==> src/rtl/guard_pkg.sv <==
// Constants shared by the overcurrent guard sequencer and its pulse stretcher.
// Assumes a single 25 MHz timing clock that does not depend on the switching frequency.
package guard_pkg;
  localparam int unsigned CLK_HZ         = 25000000;
  localparam int unsigned POR_DELAY_US   = 6800;
  localparam int unsigned POR_DELAY_CYC  = POR_DELAY_US * (CLK_HZ / 1000000);
  localparam int unsigned SAMPLE_MAX_US  = 3400;
  localparam int unsigned SAMPLE_MAX_CYC = SAMPLE_MAX_US * (CLK_HZ / 1000000);
  localparam int unsigned RAMP_US        = 6800;
  localparam int unsigned RAMP_STEPS     = 64;
  localparam int unsigned STEP_CYC       = (RAMP_US * (CLK_HZ / 1000000)) / RAMP_STEPS;
  localparam int unsigned BLANK_NS       = 200;
  localparam int unsigned BLANK_CYC      = (BLANK_NS * (CLK_HZ / 1000000) + 999) / 1000;
  localparam int unsigned MIN_PULSE_NS   = 425;
  localparam int unsigned MIN_PULSE_CYC  = (MIN_PULSE_NS * (CLK_HZ / 1000000) + 999) / 1000;
  localparam int unsigned NARROW_LIMIT   = 3;
  localparam int unsigned DUMMY_COUNT    = 2;
  localparam int unsigned TRIP_BITS      = 8;
  localparam logic [7:0]  TRIP_RESET     = 8'h00;
  // Sampled setting above 0.3 V disables the guard; 475 mV is full scale at 0xff.
  localparam logic [7:0]  TRIP_DISABLE   = 8'ha1;
  localparam logic [5:0]  STEP_LAST      = 6'h3f;
  typedef enum logic [5:0] {
    ST_WAIT    = 6'b000001,
    ST_DELAY   = 6'b000010,
    ST_SAMPLE  = 6'b000100,
    ST_RAMP    = 6'b001000,
    ST_RUN     = 6'b010000,
    ST_DUMMY   = 6'b100000
  } seq_state_type;
endpackage

==> src/rtl/overcurrent_guard.sv <==
// Overcurrent guard sequencer: power-on delay, trip-level sample, soft-start, hiccup retry.
// Assumes comparator and enable inputs come from pins and are synchronised here.
// Notes on behaviour
// - Trip turns gates off, two dummies, one try
// - Hiccup retries repeat without any limit
// - Fixed delay after reset before sampling
// - Sampling disables low gate, enables current source
// - Trip level held as DAC count
// - Monitoring starts after blanking from low edge
// - Monitoring ends when low pwm or forced pulse ends
// - Third narrow low pulse stretched to minimum
// - Guard disabled also disables pulse stretching
// - Drop compared against twice sampled setting
// - Trip range supported from zero upward
// - High or absent setting disables guard
// - Retry period between nominal minimum and maximum
// - Detection active during every soft-start ramp
// - Fault gone: finish ramp, then regulate
// - Resample only after reset or shutdown release
// - Ramp uses sixty-four equal steps
// - Sampling phase bounded by nominal maximum
module overcurrent_guard
  import guard_pkg::*;
#(
  parameter int unsigned DELAY_CYC  = POR_DELAY_CYC,
  parameter int unsigned SAMPLE_CYC = SAMPLE_MAX_CYC,
  parameter int unsigned STEP_LEN   = STEP_CYC
) (
  input  wire logic                     clk_in,
  input  wire logic                     rst_n_in,
  input  wire logic                     enable_pin_in,
  input  wire logic                     sample_above_in,
  input  wire logic                     trip_cmp_in,
  input  wire logic                     pwm_low_in,
  input  wire logic                     cycle_start_in,
  output logic                          low_side_gate_out,
  output logic                          high_side_gate_out,
  output logic                          source_en_out,
  output logic [guard_pkg::TRIP_BITS-1:0] trip_dac_out,
  output logic [5:0]                    ramp_step_out,
  output logic                          guard_off_out,
  output logic                          regulating_out
);
  import guard_pkg::*;

  localparam int unsigned DW = $clog2(DELAY_CYC + SAMPLE_CYC + STEP_LEN + 2);

  seq_state_type  state_q;
  logic [DW-1:0]  timer_q;
  logic [5:0]     step_q;
  logic [1:0]     dummy_q;
  logic [7:0]     dac_q;
  logic           guard_off_q;
  logic [1:0]     en_sync_q;
  logic [1:0]     above_sync_q;
  logic [1:0]     trip_sync_q;
  logic           en_s;
  logic           above_s;
  logic           trip_s;
  logic           step_tick;
  logic           run;
  logic           low_on;
  logic           window;
  logic           trip_hit;

  // Pin inputs pass two flops; only the second stage is read.
  always_ff @(posedge clk_in) begin
    if (!rst_n_in) begin
      en_sync_q    <= 2'h0;
      above_sync_q <= 2'h0;
      trip_sync_q  <= 2'h0;
    end else begin
      en_sync_q    <= {en_sync_q[0], enable_pin_in};
      above_sync_q <= {above_sync_q[0], sample_above_in};
      trip_sync_q  <= {trip_sync_q[0], trip_cmp_in};
    end
  end
  assign en_s    = en_sync_q[1];
  assign above_s = above_sync_q[1];
  assign trip_s  = trip_sync_q[1];

  // One ramp step elapses every STEP_LEN reference clocks, independent of switching.
  assign step_tick = (timer_q == DW'(STEP_LEN - 1));

  // The comparator reports drop above twice the DAC level; only inside the window counts.
  assign trip_hit = window && trip_s && !guard_off_q;

  assign run = (state_q == ST_RAMP) || (state_q == ST_RUN);

  // Main sequence. Shutdown always returns to the wait state and forces a fresh sample.
  always_ff @(posedge clk_in) begin
    if (!rst_n_in) begin
      state_q <= ST_WAIT;
      timer_q <= '0;
      step_q  <= 6'h00;
      dummy_q <= 2'h0;
    end else if (!en_s) begin
      state_q <= ST_WAIT;
      timer_q <= '0;
      step_q  <= 6'h00;
      dummy_q <= 2'h0;
    end else begin
      unique case (state_q)
        ST_WAIT: begin
          state_q <= ST_DELAY;
          timer_q <= '0;
        end
        ST_DELAY: begin
          if (timer_q == DW'(DELAY_CYC - 1)) begin
            state_q <= ST_SAMPLE;
            timer_q <= '0;
          end else begin
            timer_q <= timer_q + DW'(1);
          end
        end
        ST_SAMPLE: begin
          // The DAC climbs until it passes the pin voltage, reaches full scale or the time runs out.
          if (!above_s || dac_q == 8'hff || timer_q == DW'(SAMPLE_CYC - 1)) begin
            state_q <= ST_RAMP;
            timer_q <= '0;
            step_q  <= 6'h00;
          end else begin
            timer_q <= timer_q + DW'(1);
          end
        end
        ST_RAMP: begin
          if (trip_hit) begin
            state_q <= ST_DUMMY;
            timer_q <= '0;
            step_q  <= 6'h00;
            dummy_q <= 2'h0;
          end else if (step_tick) begin
            timer_q <= '0;
            if (step_q == STEP_LAST) begin
              state_q <= ST_RUN;
            end else begin
              step_q <= step_q + 6'h01;
            end
          end else begin
            timer_q <= timer_q + DW'(1);
          end
        end
        ST_RUN: begin
          if (trip_hit) begin
            state_q <= ST_DUMMY;
            timer_q <= '0;
            step_q  <= 6'h00;
            dummy_q <= 2'h0;
          end
        end
        ST_DUMMY: begin
          // Each dummy time-out is one full ramp length with the gates held off.
          if (step_tick) begin
            timer_q <= '0;
            if (step_q == STEP_LAST) begin
              step_q <= 6'h00;
              if (dummy_q == 2'(DUMMY_COUNT - 1)) begin
                state_q <= ST_RAMP;
                dummy_q <= 2'h0;
              end else begin
                dummy_q <= dummy_q + 2'h1;
              end
            end else begin
              step_q <= step_q + 6'h01;
            end
          end else begin
            timer_q <= timer_q + DW'(1);
          end
        end
      endcase
    end
  end

  // Trip level counter: kept across retries, replaced only by a new sample.
  always_ff @(posedge clk_in) begin
    if (!rst_n_in) begin
      dac_q <= TRIP_RESET;
    end else if (state_q == ST_DELAY && en_s) begin
      dac_q <= TRIP_RESET;
    end else if (state_q == ST_SAMPLE && above_s && dac_q != 8'hff) begin
      dac_q <= dac_q + 8'h01;
    end
  end

  // Guard-off flag is decided once at the end of sampling; an open resistor reads full scale.
  always_ff @(posedge clk_in) begin
    if (!rst_n_in) begin
      guard_off_q <= 1'b0;
    end else if (state_q == ST_SAMPLE && en_s &&
                 (!above_s || dac_q == 8'hff || timer_q == DW'(SAMPLE_CYC - 1))) begin
      guard_off_q <= (dac_q > TRIP_DISABLE) || above_s;
    end
  end

  low_pulse_stretch #(
    .MIN_CYC (MIN_PULSE_CYC),
    .BLANK   (BLANK_CYC),
    .LIMIT   (NARROW_LIMIT)
  ) u_stretch (
    .clk_in         (clk_in),
    .rst_n_in       (rst_n_in),
    .run_in         (run), // Trip gating stays at the outputs, since the window feeds the trip.
    .stretch_en_in  (!guard_off_q),
    .pwm_low_in     (pwm_low_in),
    .cycle_start_in (cycle_start_in),
    .low_on_out     (low_on),
    .window_out     (window)
  );

  // Gate outputs: both off immediately on a trip and outside the run states.
  // High side is held off whenever the low side is on so the gates never overlap.
  assign low_side_gate_out  = low_on && !trip_hit && (state_q != ST_SAMPLE);
  assign high_side_gate_out = run && !trip_hit && !low_on && !pwm_low_in;

  assign source_en_out  = (state_q == ST_SAMPLE) || (state_q == ST_DELAY);
  assign trip_dac_out   = dac_q;
  assign ramp_step_out  = (state_q == ST_RUN) ? STEP_LAST : ((state_q == ST_RAMP) ? step_q : 6'h00);
  assign guard_off_out  = guard_off_q;
  assign regulating_out = (state_q == ST_RUN);
endmodule

==> src/rtl/low_pulse_stretch.sv <==
// Low-side pulse stretcher/inserter with non-overlap and trip monitor window.
// Assumes pwm_low_in is synchronous to clk_in and high_side request is its inverse.
module low_pulse_stretch #(
  parameter int unsigned MIN_CYC   = 11,
  parameter int unsigned BLANK     = 5,
  parameter int unsigned LIMIT     = 3
) (
  input  wire logic clk_in,
  input  wire logic rst_n_in,
  input  wire logic run_in,
  input  wire logic stretch_en_in,
  input  wire logic pwm_low_in,
  input  wire logic cycle_start_in,
  output logic      low_on_out,
  output logic      window_out
);
  localparam int unsigned CW = $clog2(MIN_CYC + BLANK + 2);
  logic [CW-1:0] width_q;
  logic [1:0]    narrow_q;
  logic          force_q;
  logic          pwm_d1_q;
  logic          low_wide;

  // The count is valid only once the pulse has been high for a cycle. Before that it still
  // holds the previous pulse, which must neither open the window nor end a forced pulse.
  assign low_wide = pwm_d1_q && (width_q >= CW'(MIN_CYC));

  // Width of the current low-side pulse, reset on each rising low-side edge.
  always_ff @(posedge clk_in) begin
    if (!rst_n_in) begin
      width_q  <= '0;
      pwm_d1_q <= 1'b0;
    end else begin
      pwm_d1_q <= low_on_out;
      if (low_on_out && !pwm_d1_q) begin
        width_q <= CW'(1);
      end else if (low_on_out && !low_wide) begin
        width_q <= width_q + CW'(1);
      end else if (!low_on_out) begin
        width_q <= width_q;
      end
    end
  end

  // Count narrow cycles; the third one is forced to minimum width.
  always_ff @(posedge clk_in) begin
    if (!rst_n_in || !run_in || !stretch_en_in) begin
      narrow_q <= 2'h0;
      force_q  <= 1'b0;
    end else if (cycle_start_in) begin
      if (force_q || pwm_low_in && low_wide) begin
        narrow_q <= 2'h0;
      end else if (narrow_q == 2'(LIMIT - 1)) begin
        narrow_q <= 2'h0;
        force_q  <= 1'b1;
      end else begin
        narrow_q <= narrow_q + 2'h1;
      end
      if (force_q) begin
        force_q <= 1'b0;
      end
    end else if (force_q && low_wide) begin
      force_q <= 1'b0;
    end
  end

  // Forced pulse holds the low gate until minimum width; the high gate sees it as on and stays off.
  assign low_on_out = run_in && (pwm_low_in || force_q);
  assign window_out = low_on_out && pwm_d1_q && (width_q > CW'(BLANK));
endmodule

==> config.mk <==
export PLATFORM = sky130hd
export DESIGN_NAME = overcurrent_guard
export DESIGN_NICKNAME = d
export VERILOG_FILES = /design/src/rtl/guard_pkg.sv /design/src/rtl/overcurrent_guard.sv /design/src/rtl/low_pulse_stretch.sv
export SDC_FILE = /design/constraint.sdc
export NUM_CORES = 1
export LEC_CHECK = 0
export CORE_ASPECT_RATIO = 0.7
export CORE_MARGIN = 5
export CORE_UTILIZATION = 63
export CTS_CLUSTER_DIAMETER = 120
export DETAILED_ROUTE_END_ITERATION = 10
export DONT_BUFFER_PORTS = 1
export PLACE_DENSITY = 0.8
export SYNTH_ARGS = -nofsm -noshare
export SYNTH_HDL_FRONTEND = slang
export SYNTH_SLANG_ARGS = --single-unit
==> constraint.sdc <==
create_clock -name clk_in -period 3.25 [get_ports clk_in]
set_clock_uncertainty 0.05 [all_clocks]
set_input_delay 0.325 -clock clk_in [delete_from_list [all_inputs] [get_ports clk_in]]
set_output_delay 0.325 -clock clk_in [all_outputs]
set_load 0.05 [all_outputs]
======== Yosys cells after proc, flatten, opt, wreduce, memory -nomap -nowiden ========
Cells that the tools add are included.
storage, ports and cells
  input bits .............................. 7
  flip-flop bits (word level) ............. 56
cells by class
  mux-type cells .......................... 40
  equal/unequal tests ..................... 25
  $lt $le $gt $ge ......................... 3
  bitwise operators ....................... 1
  add/subtract/negate cells ............... 6
  reduce and logical (&&, ||, !) cells .... 49
operators with widths
  cell                                                                     count
  6-bit 2-to-1 mux                                                         18
  18-bit one-hot mux with 6 select lines                                   1
  18-bit 2-to-1 mux                                                        5
  6-bit one-hot mux with 6 select lines                                    1
  6-bit one-hot mux with 4 select lines                                    1
  1-bit logical AND                                                        20
  18-bit by 1-bit adder with 18-bit output, second input constant          1
  18-bit by 12-bit equality test with 1-bit output, second input constant  1
  18-bit by 17-bit equality test with 1-bit output, second input constant  1
  18-bit equality test, second input constant                              1
  6-bit equality test, second input constant                               2
  2-bit 2-to-1 mux                                                         6
  2-bit inequality test, second input constant                             5
  1-bit zero test                                                          9
  1-bit logical OR                                                         9
  3-bit inequality test, second input constant                             3
  8-bit by 1-bit adder with 8-bit output, second input constant            1
  8-bit equality test, second input constant                               1
  8-bit > comparator, second input constant                                1
  8-bit inequality test, second input constant                             1
  8-bit AND reduction                                                      1
  1-bit 2-to-1 mux                                                         7
  6-bit by 1-bit adder with 6-bit output, second input constant            1
  6-bit by 1-bit equality test with 1-bit output, second input constant    1
  20 further kinds                                                         26

======== Logic depth before layout (Yosys ltp) ========
Gate-level depths: netlist (run 1).
  word-level depth ........................ 11
  gate-level depth with buffers ........... 9
  mapped depth without buffers ............ 8

======== By module ========
From an unflattened synthesis (run 1), not the netlist that was laid out.
second synthesis, totals
  cell total of the unflattened synthesis .. 338
  area, all modules ....................... 2917.8 µm²
modules (own cells, without submodules)
  module             area each (µm²)  cells each  times used
  overcurrent_guard  2421.1           282         1
  low_pulse_stretch  496.7            56          1

======== Least setup slack after synthesis (run 1) ========
OpenSTA, ideal clock, no wires.
  kind .................................... reg-to-reg
  from .................................... reg dac_q[0] (netlist: trip_dac_out[0])
  to ...................................... reg step_q[0]
  buffers on the path ..................... 1
  data arrival time ....................... 2515 ps
  cell stages (with the launch flop) ...... 9
  setup slack ............................. 615 ps
  period minus slack after synthesis ...... 2635 ps
  path through ............................ dfxtp_1 ha_1 nand3_1 o21ai_2 a211oi_2 or3_1 buf_2 or4b_1 a21oi_1
on the way
  cells in the longest elaborated chain, start to end .. 5
ends and longest elaborated chain
  element                          line                      text
  start: declaration               overcurrent_guard.sv:52   logic [7:0] dac_q;
  start signal: assignment         overcurrent_guard.sv:181  dac_q <= dac_q + 8'h01;
  8-bit equality test              overcurrent_guard.sv:118  if (!above_s || dac_q == 8'hff || timer_q == DW'(SAMPLE_CYC - 1)) begin
  1-bit logical OR (2 in a row)    overcurrent_guard.sv:118
  2-bit inequality test (no line)  --
  6-bit AND reduction (no line)    --
  end signal: assignment           overcurrent_guard.sv:137  step_q <= step_q + 6'h01;
  end signal: assignment           overcurrent_guard.sv:164  step_q <= step_q + 6'h01;
  end: declaration                 overcurrent_guard.sv:50   logic [5:0] step_q;
No other way between the ends.
A chain may end at the register's enable or synchronous reset.

======== Worst setup path after layout (run 1) ========
  from .................................... reg timer_q[11]
  to ...................................... reg timer_q[5]
on the way
  cells in the longest elaborated chain, start to end .. 4
  elaborated cells on any way between the ends .. 9
  classes of those cells .................. eq/ne: 3; mux: 5; reduce/logical: 1
ends and longest elaborated chain
  element                                                                                                                      line                                                                          text
  start: declaration                                                                                                           overcurrent_guard.sv:49                                                       logic [DW-1:0] timer_q;
  start signal: assignment                                                                                                     overcurrent_guard.sv:113                                                      timer_q <= timer_q + DW'(1);
  start signal: assignment                                                                                                     overcurrent_guard.sv:123                                                      timer_q <= timer_q + DW'(1);
  start signal: assignment                                                                                                     overcurrent_guard.sv:140                                                      timer_q <= timer_q + DW'(1);
  18-bit by 12-bit equality test with 1-bit output / 18-bit by 17-bit equality test with 1-bit output (equally long branches)  overcurrent_guard.sv:83, overcurrent_guard.sv:118
  18-bit 2-to-1 mux / 1-bit logical OR (equally long branches)                                                                 overcurrent_guard.sv:132, overcurrent_guard.sv:153, overcurrent_guard.sv:118
  18-bit 2-to-1 mux, on equally long branches                                                                                  overcurrent_guard.sv:127, overcurrent_guard.sv:118
  18-bit one-hot mux with 6 select lines (*)                                                                                   overcurrent_guard.sv:103                                                      unique case (state_q)
Mark *: on every way between the ends. The rest lies on a longest branch, timed or not.

==> metrics.csv, run 1 <==
stage,metric,value,unit
finish,total area of multi-input combinational cells,1890,sq um
global_route,global-route wire length before repair,12200,um
setup_path,arrival time of data at the critical path endpoint,2.79,ns
finish,Ant. Diodes,0,
clocking,CTS tree,yes,
timing,achievable frequency,376,MHz
flow_run,number of max-capacitance violations reported,0,
setup_path,standard cell with the maximum stage delay on the critical path,sky130_fd_sc_hd__or3b_4,
floorplan,# rows,21,
drt,Post-Route WL,7180,um
floorplan,number of top-level design ports,26,
synth,largest area contributor in the synthesized netlist,sky130_fd_sc_hd__dfxtp_1,
synth,sequential cell area fraction in the yosys report,36.0,%
timing,worst slew pin tran,1.11,ns
finish,Sequential Area,1120,sq um
timing,"Setup violations, final",0,
synth,synthesized area,3120,sq um
global_route,Total Routing Usage GR,23.9,%
synth,Synth Net Count,396,
finish,final standard cell area without fillers,3320,sq um
synth,cell count after synthesis,382,
clocking,clock tree root driver cell,sky130_fd_sc_hd__clkbuf_8,
finish,fraction of layout instances using a drive strength above 1,9.23,%
drt,initial drt markers,246,
timing,part of the cycle the worst path needs,81.9,%
timing,worst slew slack as a fraction of its limit,25.7,%
setup_path,path type of the worst setup path,flop to flop,
place,half-perimeter wire length after placement,5270,um
floorplan,Die W,94.1,um
clocking,total of hold buffers inserted after clock tree synthesis,0,
synth,cell types with the largest area share after synthesis,"sky130_fd_sc_hd__dfxtp_1 (36%), sky130_fd_sc_hd__nand2_1 (6.3%), sky130_fd_sc_hd__nor2_1 (4.5%)",
setup_path,CP Launch Type,flop,
synth,top post-synthesis cells by count,"sky130_fd_sc_hd__dfxtp_1 (56), sky130_fd_sc_hd__nand2_1 (52), sky130_fd_sc_hd__nor2_1 (37)",
drt,DR vias,2883,
clocking,number of buffers on the longest clock path,2,
drt,DRC errors left,0,
synth,total number of yosys warnings,0,
synth,post-synthesis async set-or-reset flop share,0,%
setup_path,max incr delay on CP,0.43,ns
drt,number of detailed-routing iterations run before antenna repair,5,
drt,residual antenna-violating net count after detailed routing,0,
setup_path,ordered cell list for the critical path,"or3b_4, or2_2, nor3_1, o21bai_1, o21ai_2, o311ai_0",
clocking,setup bufs post-CTS,0,
clocking,Clock transition at path regs,0.10,ns
setup_path,critical path endpoint category,flop,
min_path,classification of the worst-slack hold path,input port to flop,
finish,"Area growth, synth to finish",6.54,%
global_route,number of antenna violations at the first check in global routing,0,
synth,Yosys top cell area share,36.0,%
synth,Synth Register Bits,56,
place,Placed Instance Area,3240,sq um
setup_path,required time of the critical path,3.38,ns
timing,number of slew-limit violations in the final report,0,
power_and_ir_drop,pwr dens,323,nW/um^2
power_and_ir_drop,worst supply voltage drop on vdd,0.224,mV
timing,minimum period implied by the final worst setup slack,2.66,ns
global_route,final global-route overflow total,0,
floorplan,initial standard-cell utilization of the core,65.2,%
timing,"crit path setup slack, layout",0.587,ns
timing,summed negative setup slack over all endpoints,0,ns
place,port buffer count,0,
synth,Post-Syn Area per Cell,8.16,sq um
clocking,worst skew pair latency,0.31,ns
global_route,pin count of the biggest net entering global routing,22,
drt,vias per std cell,6.28,
synth,dominant synthesized flop cell,sky130_fd_sc_hd__dfxtp_1,
clocking,number of buffers created by CTS,5,
global_route,via count of the first global-routing pass,2562,
finish,number of cells in the finished layout apart from fillers,459,
synth,post-synth cell types,66,
synth,Post-synth EDFFs,0,
floorplan,core footprint,4780,sq um
clocking,post-cts repair resize count,0,
run_status,run status,"complete, no violations",
place,Setup WS pre-CTS,0.621,ns
clocking,total number of H-tree levels,2,
finish,number of filler cells placed in the layout,417,
timing,Min Hold Slack,0.0797,ns
setup_path,peak fanout along the critical path,11,
place,number of placed cells counting well taps,452,
floorplan,overall die height,68.9,um
floorplan,die footprint,6480,sq um
finish,NumNets Final,404,
timing,setup repair after global routing missed its margin,false,
clocking,Clock Sinks,56,
power_and_ir_drop,leakage power summed over all cells,1.20,nW
drt,Routed WL per cell,15.6,um
synth,library cell with the highest instance count after synthesis,sky130_fd_sc_hd__dfxtp_1,
timing,final hold violation count,0,
place,gpl congestion,0.900,
[stage by stage]
step / utilization, % / power [mW]
floorplan: - / 0.722
global placement: 67.7 / 0.724
detailed placement: 67.7 / 0.725
CTS: 69.4 / 1.08
global route: 69.4 / 1.12
finish: 69.4 / 1.07
[report_power, final]
part	switching, mW	total [mW]	internal, mW
combinational	0.0112	0.0169	0.00570
sequential	0.00195	0.692	0.690
clock	0.217	0.364	0.146
total	0.231	1.07	0.842
[routing by layer]
| metal | up-vias | wire (um) | global-route usage [%] |
|---|---|---|---|
| li1 | 1411 | - | - |
| met1 | 1334 | 3500 | 34.8 |
| met2 | 123 | 3020 | 34.6 |
| met3 | 15 | 526 | 5.42 |
| met4 | 0 | 128 | 8.29 |
| met5 | - | 0 | 0 |
[sequential cells by signal (all words and copies together), names as in the netlist]
signal and flops:
en_sync_q 2, u_stretch.narrow_q 2, u_stretch.width_q 5, u_stretch.pwm_d1_q 1
state_q 6, timer_q 18, guard_off_out 1, dummy_q 2
u_stretch.force_q 1, above_sync_q 2, step_q 6, trip_sync_q 2
trip_dac_out 8
[final cells by class]
class,count,area share (%)
Tap cell,69,2.60
Clock inverter,2,0.377
Sequential cell,56,33.8
Inverter,10,1.13
Clock buffer,5,2.07
Timing Repair Buffer,14,3.17
Multi-Input combinational cell,303,56.9
[worst max-delay path, delay by kind of cell, from the launching register on]
kind / cells / cell delay, ns
simple gates: 3 / 1.09
compound gates: 3 / 0.97
flops: 1 / 0.42
[kinds of logic after synthesis]
family	share of synthesized area [%]
compound gates	20.4
buf+inv	3.41
fa+ha+maj	2.81
mux	0.964
xor+xnor	4.22
simple gates	32.2
flops	36.0
[placed cells by master (no fill, tap or decap), drive strengths merged, types with 3 or more instances in the layout]
| cell | count |
|---|---|
| dfxtp | 56 |
| nand2 | 52 |
| nor2 | 37 |
| o21ai | 21 |
| nand3 | 18 |
| a21oi | 14 |
| buf | 14 |
| and2 | 13 |
| nor3 | 13 |
| and3 | 10 |
| inv | 9 |
| xnor2 | 9 |
| o21a | 8 |
| ha | 7 |
| or2 | 7 |
| nand4b | 6 |
| xor2 | 6 |
| o211ai | 5 |
| nand4 | 5 |
| o221ai | 5 |
| clkbuf | 5 |
| or3 | 5 |
| o311ai | 4 |
| nand2b | 4 |
| a211oi | 4 |
| nor4 | 3 |
| o211a | 3 |
| and4 | 3 |
| o22ai | 3 |
| a21o | 3 |
| mux2i | 3 |
[worst paths after layout]
| check | startpoint | cells past startpoint | end | slack [ns] |
|---|---|---|---|---|
| hold / removal | rst_n_in | 2 | guard_off_out$_SDFFE_PN0P_ | 0.08 |
| hold reg to reg | en_sync_q[0]$_SDFF_PN0_ | 1 | en_sync_q[1]$_SDFF_PN0_ | 0.39 |
| setup / recovery | timer_q[11]$_SDFFE_PN0P_ | 6 | timer_q[5]$_SDFFE_PN0P_ | 0.59 |
| setup reg to reg | timer_q[11]$_SDFFE_PN0P_ | 6 | timer_q[5]$_SDFFE_PN0P_ | 0.59 |
(Power assumes the default switching activity.)
==> run 2, diff against run 1 <==
==> constraint.sdc (replaced) <==
create_clock -name clk_in -period 2.6 [get_ports clk_in]
set_clock_uncertainty 0.05 [all_clocks]
set_input_delay 0.26 -clock clk_in [delete_from_list [all_inputs] [get_ports clk_in]]
set_output_delay 0.26 -clock clk_in [all_outputs]
set_load 0.05 [all_outputs]
==> run 2 against run 1 <==
Against the previous run:
- worst setup slack lost 0.58 ns
- power is 38% higher
- register-to-register slack worse by 0.58 ns
- critical path type unchanged
- largest cell class unchanged
- highest routed layer unchanged
==> metrics.csv, run 2 (synthesis gave the netlist of run 1 again) <==
stage,metric,value,unit,change
run_status,run status,"complete, no violations",,unchanged
place,port buffer count,0,,unchanged
setup_path,peak fanout along the critical path,9,,was 11
timing,Min Hold Slack,0.00884,ns,was 0.0797 ns
finish,final standard cell area without fillers,3540,sq um,was 3320 sq um
timing,number of slew-limit violations in the final report,0,,unchanged
place,gpl congestion,0.873,,was 0.900
min_path,classification of the worst-slack hold path,input port to flop,,unchanged
finish,"commonest cells after routing, fill and taps aside","sky130_fd_sc_hd__dfxtp_1 (55), sky130_fd_sc_hd__nand2_1 (52), sky130_fd_sc_hd__nor2_1 (37), sky130_fd_sc_hd__buf_4 (37), sky130_fd_sc_hd__nand3_1 (18)",,"was sky130_fd_sc_hd__dfxtp_1 (56), sky130_fd_sc_hd__nand2_1 (52), sky130_fd_sc_hd__nor2_1 (37), sky130_fd_sc_hd__nand3_1 (18), sky130_fd_sc_hd__o21ai_0 (17)"
place,Setup WS pre-CTS,0.126,ns,was 0.621 ns
timing,achievable frequency,386,MHz,was 376 MHz
floorplan,overall die height,68.9,um,unchanged
drt,Post-Route WL,7870,um,was 7180 um
timing,final hold violation count,0,,unchanged
floorplan,number of top-level design ports,26,,unchanged
power_and_ir_drop,leakage power summed over all cells,1.34,nW,was 1.20 nW
clocking,number of buffers created by CTS,5,,unchanged
finish,"Area growth, synth to finish",13.7,%,was 6.54%
setup_path,critical path endpoint category,flop,,unchanged
clocking,CTS tree,yes,,unchanged
floorplan,# rows,21,,unchanged
clocking,worst skew pair latency,0.31,ns,about the same
clocking,clock tree root driver cell,sky130_fd_sc_hd__clkbuf_8,,unchanged
finish,largest register by flop count,timer_q,,unchanged
timing,"crit path setup slack, layout",0.00919,ns,was 0.587 ns
clocking,Clock transition at path regs,0.11,ns,was 0.10 ns
timing,worst slew pin tran,0.618,ns,was 1.11 ns
timing,summed negative setup slack over all endpoints,0,ns,unchanged
power_and_ir_drop,pwr dens,419,nW/um^2,was 323 nW/um^2
place,Placed Instance Area,3410,sq um,was 3240 sq um
clocking,setup bufs post-CTS,0,,unchanged
global_route,number of antenna violations at the first check in global routing,0,,unchanged
drt,vias per std cell,6.20,,was 6.28
drt,DR vias,3002,,"was 2,883"
setup_path,CP Launch Type,flop,,unchanged
setup_path,arrival time of data at the critical path endpoint,2.79,ns,about the same
floorplan,core footprint,4780,sq um,unchanged
finish,max reg flops,18,,unchanged
finish,Ant. Diodes,0,,unchanged
drt,residual antenna-violating net count after detailed routing,0,,unchanged
global_route,via count of the first global-routing pass,2580,,"was 2,562"
global_route,global-route wire length before repair,12800,um,"was 12,200 um"
setup_path,required time of the critical path,2.80,ns,was 3.38 ns
floorplan,Die W,94.1,um,unchanged
finish,fraction of layout instances using a drive strength above 1,14.9,%,was 9.23%
timing,worst slew slack as a fraction of its limit,58.4,%,was 25.7%
place,half-perimeter wire length after placement,5770,um,was 5270 um
clocking,number of buffers on the longest clock path,2,,unchanged
drt,DRC errors left,0,,unchanged
global_route,final global-route overflow total,0,,unchanged
drt,number of detailed-routing iterations run before antenna repair,5,,unchanged
finish,most frequent standard cell in the layout excluding fill and tap cells,sky130_fd_sc_hd__dfxtp_1,,unchanged
drt,Routed WL per cell,16.3,um,was 15.6 um
timing,minimum period implied by the final worst setup slack,2.59,ns,was 2.66 ns
timing,"Setup violations, final",0,,unchanged
clocking,total number of H-tree levels,2,,unchanged
flow_run,number of max-capacitance violations reported,0,,unchanged
power_and_ir_drop,worst supply voltage drop on vdd,0.299,mV,was 0.224 mV
finish,NumNets Final,428,,was 404
timing,part of the cycle the worst path needs,99.6,%,was 81.9%
global_route,pin count of the biggest net entering global routing,19,,was 22
floorplan,die footprint,6480,sq um,unchanged
setup_path,path type of the worst setup path,flop to flop,,unchanged
floorplan,initial standard-cell utilization of the core,65.2,%,unchanged
drt,initial drt markers,271,,was 246
power_and_ir_drop,"Power, Total",1.48,mW,was 1.07 mW
global_route,Total Routing Usage GR,25.1,%,was 23.9%
clocking,Clock Sinks,56,,unchanged
-- run 2: changes by cell type in the layout (fill, tap and decap cells not counted) --
cell | previous run | this run
sky130_fd_sc_hd__buf_4 | 14 | 37
sky130_fd_sc_hd__bufinv_16 | 0 | 1
sky130_fd_sc_hd__dfxtp_2 | 0 | 1
sky130_fd_sc_hd__clkinv_4 | 0 | 2
sky130_fd_sc_hd__dlygate4sd3_1 | 0 | 1
sky130_fd_sc_hd__a21oi_2 | 0 | 1
sky130_fd_sc_hd__dfxtp_1 | 56 | 55
sky130_fd_sc_hd__clkinvlp_4 | 1 | 0
sky130_fd_sc_hd__clkinv_2 | 1 | 0
sky130_fd_sc_hd__a21oi_1 | 14 | 13
-- run 2: critical path, stage by stage (launching register included) --
cell and delay, ns:
sky130_fd_sc_hd__dfxtp_1 0.41, sky130_fd_sc_hd__nor4b_1 0.48, sky130_fd_sc_hd__and3_1 0.29, sky130_fd_sc_hd__a211oi_2 0.10
sky130_fd_sc_hd__or3_1 0.52, sky130_fd_sc_hd__or4b_1 0.51, sky130_fd_sc_hd__a21oi_1 0.17
-- run 2: metal layers --
metal | part of all wire (%) | vias up | track usage [%]
met3 | 8.7 | 10 | 4.66
met5 | 0 | - | 0
met1 | 49 | 1394 | 38.3
li1 | - | 1458 | -
met4 | 0.90 | 0 | 7.03
met2 | 42 | 140 | 35.6
-- run 2: worst paths after layout --
kind	startpoint	endpoint	slack (ns)	cells after the start
min	rst_n_in	en_sync_q[1]$_SDFF_PN0_	0.009	1
max reg2reg	timer_q[9]$_SDFFE_PN0P_	step_q[0]$_SDFFE_PN0P_	0.009	6
max	timer_q[9]$_SDFFE_PN0P_	step_q[0]$_SDFFE_PN0P_	0.009	6
min reg2reg	en_sync_q[0]$_SDFF_PN0_	en_sync_q[1]$_SDFF_PN0_	0.40	1
-- run 2: cell type report --
class / count / area, sq um
Multi-Input combinational cell: 303 / 1890
Fill cell: 353 / 1240
Sequential cell: 56 / 1120
Timing Repair Buffer: 38 / 288
Tap cell: 69 / 86.3
Clock buffer: 5 / 68.8
Clock inverter: 3 / 47.5
Inverter: 10 / 37.5
-- run 2: metrics by stage --
stage | util [%] | std cells
2_1_floorplan | - | 382
3_3_place_gp | 71.4 | 475
3_5_place_dp | 71.4 | 475
4_1_cts | 73.8 | 483
5_1_grt | 74.1 | 484
6_report | 74.1 | 484
-- run 2: power breakdown --
group          internal (mW)  switching, mW
logic                0.00934         0.0166
clock network          0.291          0.302
registers              0.862        0.00274
-- run 2: timing repair --
item / CTS / global route
hold buffers: 0 / 1
endpoints found under the setup margin: 0 / 2
resized for setup: 0 / 1
endpoints found under the hold margin: 0 / 7
==> run 3, diff against run 2 <==
--- a/config.mk
+++ b/config.mk
@@ -6,12 +6,13 @@
 export NUM_CORES = 1
 export LEC_CHECK = 0
 export CORE_ASPECT_RATIO = 0.7
-export CORE_MARGIN = 5
+export CORE_MARGIN = 2
 export CORE_UTILIZATION = 63
 export CTS_CLUSTER_DIAMETER = 120
 export DETAILED_ROUTE_END_ITERATION = 10
 export DONT_BUFFER_PORTS = 1
 export PLACE_DENSITY = 0.8
+export RECOVER_POWER = 100
 export SYNTH_ARGS = -nofsm -noshare
 export SYNTH_HDL_FRONTEND = slang
 export SYNTH_SLANG_ARGS = --single-unit
==> run 3 against run 2 <==
Against the previous run:
- fmax grew 2.9%
- flip-flop and latch count is the same
- clock power grew 4.2%
- wire length shrank 2.7%
- combinational power shrank 5%
- non-clock buffer count shrank 5
- critical endpoint unchanged
- highest routed layer unchanged
==> metrics.csv, run 3 (synthesis gave the netlist of run 1 again) <==
stage,metric,value,unit,change
finish,fraction of layout instances using a drive strength above 1,11.2,%,was 14.9%
finish,Sequential Area,1120,sq um,about the same
global_route,global-route wire length before repair,12900,um,"was 12,800 um"
setup_path,required time of the critical path,2.79,ns,was 2.80 ns
drt,residual antenna-violating net count after detailed routing,0,,unchanged
finish,largest register by flop count,timer_q,,unchanged
floorplan,die footprint,5540,sq um,was 6480 sq um
setup_path,arrival time of data at the critical path endpoint,2.71,ns,was 2.79 ns
setup_path,peak fanout along the critical path,24,,was 9
timing,worst slew pin tran,0.789,ns,was 0.618 ns
floorplan,initial standard-cell utilization of the core,65.2,%,unchanged
timing,Min Hold Slack,0.0205,ns,was 0.00884 ns
place,gpl congestion,0.913,,was 0.873
setup_path,Critical R2R Capture,step_q[0]$_SDFFE_PN0P_,,unchanged
floorplan,number of top-level design ports,26,,unchanged
setup_path,launch instance of the worst register-to-register path,timer_q[6]$_SDFFE_PN0P_,,was timer_q[9]$_SDFFE_PN0P_
finish,most frequent standard cell in the layout excluding fill and tap cells,sky130_fd_sc_hd__dfxtp_1,,unchanged
timing,"Setup violations, final",0,,unchanged
floorplan,Die W,88.1,um,was 94.1 um
setup_path,cell depth of the worst flop-to-flop path,7,,was 6
timing,number of slew-limit violations in the final report,0,,unchanged
setup_path,max incr delay on CP,0.56,ns,was 0.52 ns
power_and_ir_drop,pwr dens,433,nW/um^2,was 419 nW/um^2
clocking,number of buffers on the longest clock path,2,,unchanged
drt,Post-Route WL,7660,um,was 7870 um
setup_path,crit path buf inv count,1,,was 0
finish,Ant. Diodes,0,,unchanged
floorplan,core footprint,4780,sq um,unchanged
place,Setup WS pre-CTS,0.128,ns,was 0.126 ns
drt,Routed WL per cell,16.0,um,was 16.3 um
setup_path,path type of the worst setup path,flop to flop,,unchanged
drt,DR vias,2984,,"was 3,002"
setup_path,reg-to-reg setup timing slack,0.08,ns,was 0.009 ns
clocking,Clock Sinks,56,,unchanged
global_route,final global-route overflow total,0,,unchanged
setup_path,standard cell with the maximum stage delay on the critical path,sky130_fd_sc_hd__or4_1,,was sky130_fd_sc_hd__or3_1
min_path,classification of the worst-slack hold path,input port to flop,,unchanged
finish,"Area growth, synth to finish",11.8,%,was 13.7%
finish,number of filler cells placed in the layout,377,,was 353
timing,achievable frequency,397,MHz,was 386 MHz
timing,minimum period implied by the final worst setup slack,2.52,ns,was 2.59 ns
place,port buffer count,0,,unchanged
drt,number of detailed-routing iterations run before antenna repair,5,,unchanged
timing,part of the cycle the worst path needs,96.8,%,was 99.6%
min_path,hold path depth,2,,was 1
setup_path,Critical Path Most Common Cell,sky130_fd_sc_hd__a21oi_1,,
clocking,CTS tree,yes,,unchanged
power_and_ir_drop,worst supply voltage drop on vdd,0.339,mV,was 0.299 mV
power_and_ir_drop,leakage power summed over all cells,1.28,nW,was 1.34 nW
timing,final hold violation count,0,,unchanged
global_route,Total Routing Usage GR,29.2,%,was 25.1%
setup_path,critical path endpoint category,flop,,unchanged
floorplan,# rows,21,,unchanged
global_route,number of antenna violations at the first check in global routing,0,,unchanged
flow_run,number of max-capacitance violations reported,0,,unchanged
setup_path,ordered cell list for the critical path,"or3b_1, or4_1, nor2_1, a21oi_1, buf_12, or4b_1, a21oi_1",,"was nor4b_1, and3_1, a211oi_2, or3_1, or4b_1, a21oi_1"
global_route,pin count of the biggest net entering global routing,25,,was 19
clocking,clock tree root driver cell,sky130_fd_sc_hd__clkbuf_8,,unchanged
place,half-perimeter wire length after placement,5710,um,was 5770 um
timing,summed negative setup slack over all endpoints,0,ns,unchanged
finish,NumNets Final,423,,was 428
timing,setup repair after global routing missed its margin,false,,
floorplan,overall die height,62.9,um,was 68.9 um
clocking,total number of H-tree levels,2,,unchanged
finish,max reg flops,18,,unchanged
clocking,Clock transition at path regs,0.09,ns,was 0.11 ns
min_path,hold endpoint,guard_off_out$_SDFFE_PN0P_,,was en_sync_q[1]$_SDFF_PN0_
drt,DRC errors left,0,,unchanged
timing,"crit path setup slack, layout",0.0820,ns,was 0.00919 ns
drt,vias per std cell,6.23,,was 6.20
min_path,Hold Path Origin,rst_n_in,,unchanged
timing,worst slew slack as a fraction of its limit,47.4,%,was 58.4%
global_route,via count of the first global-routing pass,2790,,"was 2,580"
clocking,number of buffers created by CTS,5,,unchanged
setup_path,CP Launch Type,flop,,unchanged
drt,initial drt markers,293,,was 271
run_status,run status,"complete, no violations",,unchanged
clocking,worst skew pair latency,0.31,ns,about the same
setup_path,"Largest delay share family, worst path",simple AND/OR/NAND/NOR gates,,unchanged
finish,total area of multi-input combinational cells,1890,sq um,about the same
clocking,total of hold buffers inserted after clock tree synthesis,0,,unchanged
setup_path,startpoint of the most critical setup path,timer_q[6]$_SDFFE_PN0P_,,was timer_q[9]$_SDFFE_PN0P_
finish,"commonest cells after routing, fill and taps aside","sky130_fd_sc_hd__dfxtp_1 (56), sky130_fd_sc_hd__nand2_1 (52), sky130_fd_sc_hd__nor2_1 (37), sky130_fd_sc_hd__buf_4 (21), sky130_fd_sc_hd__o21ai_0 (19)",,"was sky130_fd_sc_hd__dfxtp_1 (55), sky130_fd_sc_hd__nand2_1 (52), sky130_fd_sc_hd__nor2_1 (37), sky130_fd_sc_hd__buf_4 (37), sky130_fd_sc_hd__nand3_1 (18)"
==> run 3: routing by layer <==
metal / wire [um] / vias to the layer above / track usage (%)
met4: 131 / 0 / 8.33
met5: 0 / - / 0
li1: - / 1454 / -
met1: 3540 / 1354 / 42.3
met2: 3230 / 159 / 42.2
met3: 757 / 17 / 8.32
==> run 3: metrics by stage <==
stage | instances | power, mW | util, % | instance area, sq um
2_1_floorplan | 382 | 0.902 | - | 3120
4_1_cts | 479 | 1.51 | 73.7 | 3520
3_5_place_dp | 471 | 0.909 | 71.0 | 3400
3_3_place_gp | 471 | 0.907 | 71.0 | 3400
5_1_grt | 479 | 1.55 | 72.8 | 3480
6_report | 479 | 1.51 | 72.8 | 3480
==> run 3: cell type report <==
type,instances,area share [%]
sequential,56,32.2
clock inverter,1,0.862
clock buffer,7,2.77
multi-input combinational,303,54.3
inverter,10,1.08
tap,69,2.48
timing repair buffer,33,6.32
==> run 3: worst reg2reg max path, stage by stage, from the launching register on <==
cell                      delay (ns)
sky130_fd_sc_hd__dfxtp_1        0.42
sky130_fd_sc_hd__or3b_1         0.38
sky130_fd_sc_hd__or4_1          0.56
sky130_fd_sc_hd__nor2_1         0.13
sky130_fd_sc_hd__a21oi_1        0.08
sky130_fd_sc_hd__buf_12         0.18
sky130_fd_sc_hd__or4b_1         0.50
sky130_fd_sc_hd__a21oi_1        0.16
==> run 3: worst max-delay path by stage <==
stage	slack, ns	cells after the start	to
global placement	0.21	7	step_q[0]$_SDFFE_PN0P_
CTS	0.09	7	step_q[0]$_SDFFE_PN0P_
finish	0.08	7	step_q[0]$_SDFFE_PN0P_
floorplan	0.005	8	step_q[0]$_SDFFE_PN0P_
detailed placement	0.13	7	timer_q[15]$_SDFFE_PN0P_
global route	0.01	3	ramp_step_out[2]
==> run 3: power by group <==
group	total, mW	switching, mW	internal, mW
logic	0.0246	0.0162	0.00845
clock network	0.617	0.277	0.340
registers	0.865	0.00277	0.862
total	1.51	0.296	1.21
==> run 3: repair_timing <==
item                                    in CTS  in global routing
gates resized for setup                      0                  2
setup buffers                                0                  0
endpoints found under the setup margin       0                  2
